--- config.mk ---
export PLATFORM = sky130hd
export DESIGN_NAME = pll_setup_sequencer
export DESIGN_NICKNAME = d
export VERILOG_FILES = /design/src/pll_setup_pkg.sv /design/src/pll_setup_sequencer.sv /design/src/lock_sync.sv /design/src/freq_divider.sv
export SDC_FILE = /design/constraint.sdc
export NUM_CORES = 1
export LEC_CHECK = 0
export BUFFER_PORTS_ARGS = -buffer_cell sky130_fd_sc_hd__buf_4
export CAP_MARGIN = 20
export CELL_PAD_IN_SITES_DETAIL_PLACEMENT = 0
export CELL_PAD_IN_SITES_GLOBAL_PLACEMENT = 1
export CORE_UTILIZATION = 40
export CTS_BUF_LIST = sky130_fd_sc_hd__clkbuf_2 sky130_fd_sc_hd__clkbuf_4 sky130_fd_sc_hd__clkbuf_8
export DETAILED_ROUTE_END_ITERATION = 10
export PLACE_DENSITY_LB_ADDON = 0.1
export SLEW_MARGIN = 30
export SYNTH_ARGS = -nofsm -noshare
export SYNTH_HDL_FRONTEND = slang
export SYNTH_HIERARCHICAL = 1
export SYNTH_SLANG_ARGS = --single-unit
--- constraint.sdc ---
create_clock -name core_clk -period 6.2 [get_ports core_clk]
set_clock_uncertainty 0.05 [all_clocks]
set_input_delay 0.62 -clock core_clk [delete_from_list [all_inputs] [get_ports core_clk]]
set_output_delay 0.62 -clock core_clk [all_outputs]
set_load 0.01 [all_outputs]
--- src/pll_setup_pkg.sv ---
package pll_setup_pkg;

    localparam int FREQ_W = 16;
    localparam int CMD_W = 32;

    localparam logic [CMD_W-1:0] IN_FREQ_MIN_KHZ = 32'h0000_2710;
    localparam logic [CMD_W-1:0] IN_FREQ_MAX_KHZ = 32'h0000_61a8;
    localparam logic [CMD_W-1:0] TARGET_MIN_KHZ = 32'h0000_0001;
    localparam logic [CMD_W-1:0] TARGET_MAX_KHZ = 32'h0000_c350;
    localparam logic [16:0] PLL_OUT_MAX_KHZ = 17'h0c350;
    localparam logic [FREQ_W-1:0] SYSDIV_MAX = 16'h00ff;
    localparam logic [5:0] FEEDBACK_MAX = 6'h20;
    localparam logic [5:0] FEEDBACK_BYPASS = 6'h01;
    localparam logic [1:0] POST_DIV_CODE = 2'h1;
    localparam logic [4:0] DIV_STEPS = 5'h10;
    localparam logic [1:0] LOCK_SETTLE = 2'h2;
    localparam logic [7:0] SYSDIV_RESET = 8'h01;

    typedef enum logic [CMD_W-1:0] {
        match_exact = 32'h0000_0000,
        match_at_most = 32'h0000_0001,
        match_at_least = 32'h0000_0002,
        match_closest = 32'h0000_0003
    } match_mode_e;

    typedef enum logic [2:0] {
        result_ok = 3'h0,
        result_bad_frequency = 3'h1,
        result_bad_mode = 3'h2,
        result_no_solution = 3'h3,
        result_lock_timeout = 3'h4
    } result_code_e;

    typedef enum logic [3:0] {
        st_idle = 4'b0000,
        st_check = 4'b0001,
        st_quot = 4'b0010,
        st_ge = 4'b0011,
        st_le = 4'b0100,
        st_next = 4'b0101,
        st_decide = 4'b0110,
        st_lock = 4'b0111
    } seq_state_e;

    typedef struct packed {
        logic [CMD_W-1:0] in_freq_khz;
        logic [CMD_W-1:0] target_khz;
        logic [CMD_W-1:0] mode;
        logic [CMD_W-1:0] lock_poll_limit;
    } request_s;

    typedef struct packed {
        result_code_e code;
        logic [CMD_W-1:0] sys_freq_khz;
    } result_s;

    typedef struct packed {
        logic [1:0] post_code;
        logic [4:0] feedback_m1;
    } pll_control_s;

endpackage : pll_setup_pkg

--- src/pll_setup_sequencer.sv ---
// Behaviour
// - Use PLL bypass when dividing the input alone reaches the target.
// - Apply found dividers, then switch main clock to PLL output if needed.
// - Status codes: 0 ok, 1 bad frequency, 2 bad mode, 3 none, 4 unlocked.
// - Return resulting system frequency in kHz with the status.
// - Mode 0 exact, 1 at most, 2 at least, 3 closest.
// - Only consider settings keeping PLL output at or below 50 MHz.
// - Reject input frequency outside 10000..25000 kHz, echo input, keep settings.
// - Reject target outside 1..50000 kHz, echo input, keep settings.
// - Exact mode needs precise match; exact match is preferred in all modes.
// - At-most mode never exceeds the requested frequency.
// - At-least mode never falls below the requested frequency.
// - Closest mode picks the nearest frequency above or below.
// - Undefined mode returns bad-mode, echoes input, keeps settings.
// - No fitting setting returns no-solution, echoes input, keeps settings.
// - Zero poll limit waits for lock without end.
// - Nonzero limit checks lock that many times, then times out unchanged.
// - System divider above 255 needed means bad frequency.
module pll_setup_sequencer import pll_setup_pkg::*; (
    input wire logic core_clk,
    input wire logic rst,
    input wire logic req_valid,
    input wire request_s req,
    input wire logic pll_lock_pin,
    output logic busy,
    output logic result_valid,
    output result_s result,
    output pll_control_s pll_control_setting,
    output logic [7:0] system_clock_divider,
    output logic main_clock_from_pll,
    output logic pll_bypass
);

    seq_state_e state;
    request_s req_q;
    logic [FREQ_W-1:0] fin;
    logic [FREQ_W-1:0] target;
    logic [5:0] m;
    logic [16:0] fout;
    logic [16:0] next_fout;
    logic [FREQ_W-1:0] q_reg;
    logic div_start;
    logic [FREQ_W-1:0] div_a;
    logic [FREQ_W-1:0] div_b;
    logic [FREQ_W-1:0] div_quo;
    logic [FREQ_W-1:0] div_rem;
    logic div_done;
    logic lock_seen;
    logic ex_found, le_found, ge_found;
    logic [5:0] ex_m, le_m, ge_m;
    logic [7:0] ex_d, le_d, ge_d;
    logic [FREQ_W-1:0] le_freq, ge_freq;
    logic [5:0] pick_m;
    logic [7:0] pick_d;
    logic [FREQ_W-1:0] pick_freq;
    logic [CMD_W-1:0] polls;
    logic [1:0] settle;
    pll_control_s saved_pll;

    assign next_fout = fout + {1'b0, fin};

    lock_sync u_lock_sync (
        .core_clk(core_clk),
        .rst(rst),
        .async_in(pll_lock_pin),
        .sync_out(lock_seen)
    );

    freq_divider u_freq_divider (
        .core_clk(core_clk),
        .rst(rst),
        .start(div_start),
        .dividend(div_a),
        .divisor(div_b),
        .quotient(div_quo),
        .remainder(div_rem),
        .done(div_done)
    );

    always_ff @(posedge core_clk) begin
        if (rst) begin
            req_q <= '0;
            fin <= '0;
            target <= '0;
        end else if (state == st_idle && req_valid) begin
            req_q <= req;
            fin <= req.in_freq_khz[FREQ_W-1:0];
            target <= req.target_khz[FREQ_W-1:0];
        end
    end

    // Candidate bookkeeping: first hit kept, so bypass wins ties.
    always_ff @(posedge core_clk) begin
        if (rst || state == st_check) begin
            ex_found <= 1'b0;
            le_found <= 1'b0;
            ge_found <= 1'b0;
            ex_m <= '0;
            le_m <= '0;
            ge_m <= '0;
            ex_d <= '0;
            le_d <= '0;
            ge_d <= '0;
            le_freq <= '0;
            ge_freq <= '0;
        end else if (div_done) begin
            if (state == st_quot && div_rem == '0 && div_quo != '0
                && div_quo <= SYSDIV_MAX && !ex_found) begin
                ex_found <= 1'b1;
                ex_m <= m;
                ex_d <= div_quo[7:0];
            end
            if (state == st_ge && (!ge_found || div_quo < ge_freq)) begin
                ge_found <= 1'b1;
                ge_m <= m;
                ge_d <= q_reg[7:0];
                ge_freq <= div_quo;
            end
            if (state == st_le && (!le_found || div_quo > le_freq)) begin
                le_found <= 1'b1;
                le_m <= m;
                le_d <= 8'(q_reg + 16'h0001);
                le_freq <= div_quo;
            end
        end
    end

    always_comb begin
        pick_m = ex_m;
        pick_d = ex_d;
        pick_freq = target;
        if (!ex_found) begin
            if (req_q.mode == match_at_least || (req_q.mode == match_closest && ge_found
                && (!le_found || (ge_freq - target) < (target - le_freq)))) begin
                pick_m = ge_m;
                pick_d = ge_d;
                pick_freq = ge_freq;
            end else begin
                pick_m = le_m;
                pick_d = le_d;
                pick_freq = le_freq;
            end
        end
    end

    always_ff @(posedge core_clk) begin
        if (rst) begin
            state <= st_idle;
            busy <= 1'b0;
            result_valid <= 1'b0;
            result <= '{code: result_ok, sys_freq_khz: '0};
            m <= '0;
            fout <= '0;
            q_reg <= '0;
            div_start <= 1'b0;
            div_a <= '0;
            div_b <= '0;
            polls <= '0;
            settle <= '0;
            saved_pll <= '0;
            pll_control_setting <= '0;
            system_clock_divider <= SYSDIV_RESET;
            main_clock_from_pll <= 1'b0;
            pll_bypass <= 1'b0;
        end else begin
            div_start <= 1'b0;
            result_valid <= 1'b0;
            case (state)
                st_idle: begin
                    if (req_valid) begin
                        busy <= 1'b1;
                        state <= st_check;
                    end
                end
                st_check: begin
                    result.sys_freq_khz <= req_q.in_freq_khz;
                    if (req_q.in_freq_khz < IN_FREQ_MIN_KHZ
                        || req_q.in_freq_khz > IN_FREQ_MAX_KHZ
                        || req_q.target_khz < TARGET_MIN_KHZ
                        || req_q.target_khz > TARGET_MAX_KHZ) begin
                        result.code <= result_bad_frequency;
                        result_valid <= 1'b1;
                        busy <= 1'b0;
                        state <= st_idle;
                    end else if (req_q.mode > match_closest) begin
                        result.code <= result_bad_mode;
                        result_valid <= 1'b1;
                        busy <= 1'b0;
                        state <= st_idle;
                    end else begin
                        m <= FEEDBACK_BYPASS;
                        fout <= {1'b0, fin};
                        div_a <= fin;
                        div_b <= target;
                        div_start <= 1'b1;
                        state <= st_quot;
                    end
                end
                st_quot: begin
                    if (div_done) begin
                        q_reg <= div_quo;
                        if (m == FEEDBACK_BYPASS && div_quo > SYSDIV_MAX) begin
                            result.code <= result_bad_frequency;
                            result_valid <= 1'b1;
                            busy <= 1'b0;
                            state <= st_idle;
                        end else if (div_rem == '0 && div_quo != '0) begin
                            state <= st_next;
                        end else if (div_quo != '0 && div_quo <= SYSDIV_MAX) begin
                            div_a <= fout[FREQ_W-1:0];
                            div_b <= div_quo;
                            div_start <= 1'b1;
                            state <= st_ge;
                        end else if (div_quo < SYSDIV_MAX) begin
                            div_a <= fout[FREQ_W-1:0];
                            div_b <= div_quo + 16'h0001;
                            div_start <= 1'b1;
                            state <= st_le;
                        end else begin
                            state <= st_next;
                        end
                    end
                end
                st_ge: begin
                    if (div_done) begin
                        if (q_reg < SYSDIV_MAX) begin
                            div_a <= fout[FREQ_W-1:0];
                            div_b <= q_reg + 16'h0001;
                            div_start <= 1'b1;
                            state <= st_le;
                        end else begin
                            state <= st_next;
                        end
                    end
                end
                st_le: begin
                    if (div_done) begin
                        state <= st_next;
                    end
                end
                st_next: begin
                    if (m == FEEDBACK_MAX || next_fout > PLL_OUT_MAX_KHZ) begin
                        state <= st_decide;
                    end else begin
                        m <= m + 6'h01;
                        fout <= next_fout;
                        div_a <= next_fout[FREQ_W-1:0];
                        div_b <= target;
                        div_start <= 1'b1;
                        state <= st_quot;
                    end
                end
                st_decide: begin
                    if (!ex_found && (req_q.mode == match_exact
                        || (req_q.mode == match_at_most && !le_found)
                        || (req_q.mode == match_at_least && !ge_found)
                        || (req_q.mode == match_closest && !le_found && !ge_found))) begin
                        result.code <= result_no_solution;
                        result_valid <= 1'b1;
                        busy <= 1'b0;
                        state <= st_idle;
                    end else if (pick_m == FEEDBACK_BYPASS) begin
                        pll_bypass <= 1'b1;
                        main_clock_from_pll <= 1'b0;
                        system_clock_divider <= pick_d;
                        result.code <= result_ok;
                        result.sys_freq_khz <= {16'h0000, pick_freq};
                        result_valid <= 1'b1;
                        busy <= 1'b0;
                        state <= st_idle;
                    end else begin
                        saved_pll <= pll_control_setting;
                        pll_control_setting <= '{post_code: POST_DIV_CODE,
                                                 feedback_m1: 5'(pick_m - 6'h01)};
                        polls <= '0;
                        settle <= LOCK_SETTLE;
                        state <= st_lock;
                    end
                end
                st_lock: begin
                    // A lock level from before the new setting is stale until it clears the synchroniser.
                    if (settle != '0) begin
                        settle <= settle - 2'h1;
                    end else if (lock_seen) begin
                        pll_bypass <= 1'b0;
                        system_clock_divider <= pick_d;
                        main_clock_from_pll <= 1'b1;
                        result.code <= result_ok;
                        result.sys_freq_khz <= {16'h0000, pick_freq};
                        result_valid <= 1'b1;
                        busy <= 1'b0;
                        state <= st_idle;
                    end else if (req_q.lock_poll_limit != '0
                                 && polls + 32'h1 >= req_q.lock_poll_limit) begin
                        pll_control_setting <= saved_pll;
                        result.code <= result_lock_timeout;
                        result_valid <= 1'b1;
                        busy <= 1'b0;
                        state <= st_idle;
                    end else begin
                        polls <= polls + 32'h1;
                    end
                end
                default: begin
                    state <= st_idle;
                end
            endcase
        end
    end
endmodule : pll_setup_sequencer

--- src/lock_sync.sv ---
module lock_sync import pll_setup_pkg::*; (
    input wire logic core_clk,
    input wire logic rst,
    input wire logic async_in,
    output logic sync_out
);

    logic stage1;

    // First stage is read only by the second stage.
    always_ff @(posedge core_clk) begin
        if (rst) begin
            stage1 <= 1'b0;
            sync_out <= 1'b0;
        end else begin
            stage1 <= async_in;
            sync_out <= stage1;
        end
    end

endmodule : lock_sync

--- src/freq_divider.sv ---
module freq_divider import pll_setup_pkg::*; (
    input wire logic core_clk,
    input wire logic rst,
    input wire logic start,
    input wire logic [FREQ_W-1:0] dividend,
    input wire logic [FREQ_W-1:0] divisor,
    output logic [FREQ_W-1:0] quotient,
    output logic [FREQ_W-1:0] remainder,
    output logic done
);

    logic [4:0] steps;
    logic [FREQ_W:0] shifted;

    assign shifted = {remainder, quotient[FREQ_W-1]};

    // Restoring division, one quotient bit per cycle.
    always_ff @(posedge core_clk) begin
        if (rst) begin
            quotient <= '0;
            remainder <= '0;
            steps <= '0;
            done <= 1'b0;
        end else if (start) begin
            quotient <= dividend;
            remainder <= '0;
            steps <= DIV_STEPS;
            done <= 1'b0;
        end else if (steps != 5'h00) begin
            if (shifted >= {1'b0, divisor}) begin
                remainder <= FREQ_W'(shifted - {1'b0, divisor});
                quotient <= {quotient[FREQ_W-2:0], 1'b1};
            end else begin
                remainder <= shifted[FREQ_W-1:0];
                quotient <= {quotient[FREQ_W-2:0], 1'b0};
            end
            steps <= steps - 5'h01;
            done <= (steps == 5'h01);
        end else begin
            done <= 1'b0;
        end
    end

endmodule : freq_divider

==> metrics.cfg <==
[setup_path]
crit_top_cell=a21oi_2
path_depth=28
end_kind=flip-flop
reg2reg_depth=28
worstPathMaxFanout=4
max_stage_delay_ns=0.54
cpMaxStageDelayCell=or4_1
crit_type=reg -> reg
critPathLaunchType=flip-flop
path_buf_inv=2
cp.required_ns=6.72
crit_family=compound AO/OA/AOI/OAI gates
arrival_ns=6.67

[grt]
antenna_found_initial=2
grt_max_degree=167
grt_pass1_wl_um=120000
grt_pass1_vias=21495
grt_usage_pct=25.4
grt-ovfl-total=0

[timing]
setup_slack_ns=0.0411
slew_violations=0
fmax_mhz=162
fin_crit_ns=6.16
tightest_slew_ns=1.05
period_share_pct=99.3
finalSetupViolCount=0
rsz0062_at_grt=yes
hold_slack_ns=0.144
hold_viol_final=0
slew_headroom_pct=29.6

[floorplanning]
die-width_um=244
rows=88
core_area_um2=57800
initial_core_util_pct=40.6
die_y_um=244
dieArea_um2=59600
pin_count=186

[run_status]
status=complete, no violations

[clock_tree]
cts_tree=built
cts_max_level=3
clk_path_buf_depth=3
cts_buffers=78
worstSkewPairLatency_ns=0.67
clkSinkCount=415
postCtsHoldBufs=0
clkTransAtPathRegs_ns=0.06
cts-root-buf=clkbuf_8

[synth]
synth.avg_cell_area_um2=7.81
synthCells=3001
synthDistinctLibCells=87
netlist.area_leader.share_pct=35.4
syn_nets=3290
syn_area_um2=23400
async_flop_share_pct=0
ys_seq_area_share_pct=35.4
ys.flop_type=dfxtp_1
synth-seq-cells=415
ys_top_cells_by_area=dfxtp_1 35%, ha_1 8.2%, nand2_1 7.9%, a21oi_1 7.4%, nor2_1 4.9%
synth_top_cell_by_area=dfxtp_1
synth_edf_count=0
ys_warn_count=6

[routing]
ant_nets=0
wl_met2_um=34600
wl_met3_um=4650
via_count=22240
drtIter0Drc=1354
highest_layer=met5
routed_wl_um=77000
drtPass1Iterations=7
drc_errors=0
vias_per_cell=5.48
met1_length_um=35800
wire_per_inst_um=19.0

[hold_path]
hold_path.class=in -> reg
hold_path_depth=3

[power]
p_sw_mw=4.65
seq_power_share_pct=30.6
finalPower_mw=11.4
p_per_area_nw_per_um2=403
p_int_mw=6.76
swShare_pct=40.8
p_leak_nw=11.0
comb_power_share_pct=44.9
pwr-share-clk_pct=24.5
vdd_drop_max_mv=0.286

[cells_and_area]
largest_reg_flops=128
post_route_cells_drive_above_1_share_pct=18.0
regMostFlops=req_q
reg.largest.list=req_q: 128 flops, result: 35 flops, polls: 32 flops
fin_util_pct=48.9
syn2layout_area_growth_pct=20.6
fin_area_um2=28300
finalNetCount=3532

[job]
maxCapViolations=0

[placed_design]
port_buffers=185
globalplace.congestion=0.910
dp_slack_ns=-0.315
placed_cell_area_um2=26000
dp_hpwl_um=54700

==> final timing paths <==
kind,slack [ns],to,startpoint
worst max-delay path,0.04,result[34],req_q[64]
worst min-delay path,0.14,req_q[15],req[15]
worst max register to register,0.04,result[34],req_q[64]
worst min register to register,0.39,u_lock_sync/sync_out,u_lock_sync/stage1
==> cells in the final DEF (no fill, tap or decap), drive strengths merged, types with 17 or more instances in the layout <==
master,count
dfxtp,415
nor4,46
and3,29
nand3,69
a21o,26
nand4,32
xnor2,66
a31oi,25
buf,327
a21oi,348
clkbuf,122
a211oi,78
mux2i,105
or3,19
nor2b,20
o21ai,139
nor3,41
inv,151
a221oi,17
nor2,307
a311oi,18
xor2,47
ha,153
nand2,493
==> cells in the mapped netlist (all sizes together) (12+ instances only) <==
library cell	number
nand2	493
dfxtp	415
a21oi	348
nor2	307
ha	153
inv	148
o21ai	139
clkbuf	134
mux2i	105
a211oi	78
nand3	69
xnor2	66
xor2	47
nor4	46
nor3	41
buf	32
nand4	32
and3	29
a21o	26
a31oi	25
nor2b	20
or3	19
a311oi	18
a221oi	17
nand2b	16
o21a	16
o211ai	12
==> what timing repair did <==
action / 4_1_cts / 5_1_grt
hold endpoints to repair: 0 / 0
gates resized for setup: 13 / 78
setup buffers: 24 / 12
pin swaps: 8 / 34
endpoints found under the setup margin: 93 / 98
cloned: 0 / 2
==> cell families after synthesis <==
logic type,count (synthesis),share of synthesized area (%)
flops,415,35.4
xor+xnor,113,4.22
fa+ha+maj,157,8.51
mux,110,4.72
buf+inv,316,5.32
compound gates,769,20.7
simple gates,1121,21.1
==> worst register-to-register path: cells and delay by family (launching register included) <==
kind	cells	cell delay, ns
buffers and inverters	2	0.10
AO/OA/AOI/OAI	15	3.19
AND/OR/NAND/NOR	5	1.13
XOR/XNOR	1	0.17
adder cells (fa/ha/maj)	4	0.94
flip-flops	1	0.36
multiplexers	1	0.16
==> final cells by class <==
class	count	area, um^2
Inverter	150	568
Tap cell	765	957
Sequential cell	415	8320
Antenna cell	2	5.00
Clock inverter	10	80.1
Multi-Input combinational cell	2270	14200
Timing Repair Buffer	328	2560
Fill cell	5758	29500
Clock buffer	121	1530
==> power groups by stage <==
stage / Combinational, mW / Sequential (mW) / Clock [mW]
2_1_floorplan: 3.43 / 3.40 / 0
3_3_place_gp: 4.64 / 3.54 / 0
3_5_place_dp: 4.72 / 3.54 / 0
4_1_cts: 4.87 / 3.49 / 2.87
5_1_grt: 5.65 / 3.55 / 3.00
6_report: 5.12 / 3.50 / 2.79
==> per-stage QoR <==
| stage | TNS (ns) | std cells |
|---|---|---|
| 3_5_place_dp | -16.41 | 3890 |
| 2_1_floorplan | 0 | 3001 |
| 3_3_place_gp | -4.18 | 3889 |
| 6_report | 0 | 4061 |
| 5_1_grt | -9.14 | 4061 |
| 4_1_cts | 0 | 4045 |
==> metal layers <==
| metal | global-route usage (%) | vias up |
|---|---|---|
| met5 | 0 | - |
| met4 | 7.41 | 2 |
| met3 | 4.99 | 144 |
| met2 | 40.8 | 587 |
| met1 | 34.2 | 10490 |
| li1 | - | 11017 |
Note: power is estimated with default switching activity, not from simulation.
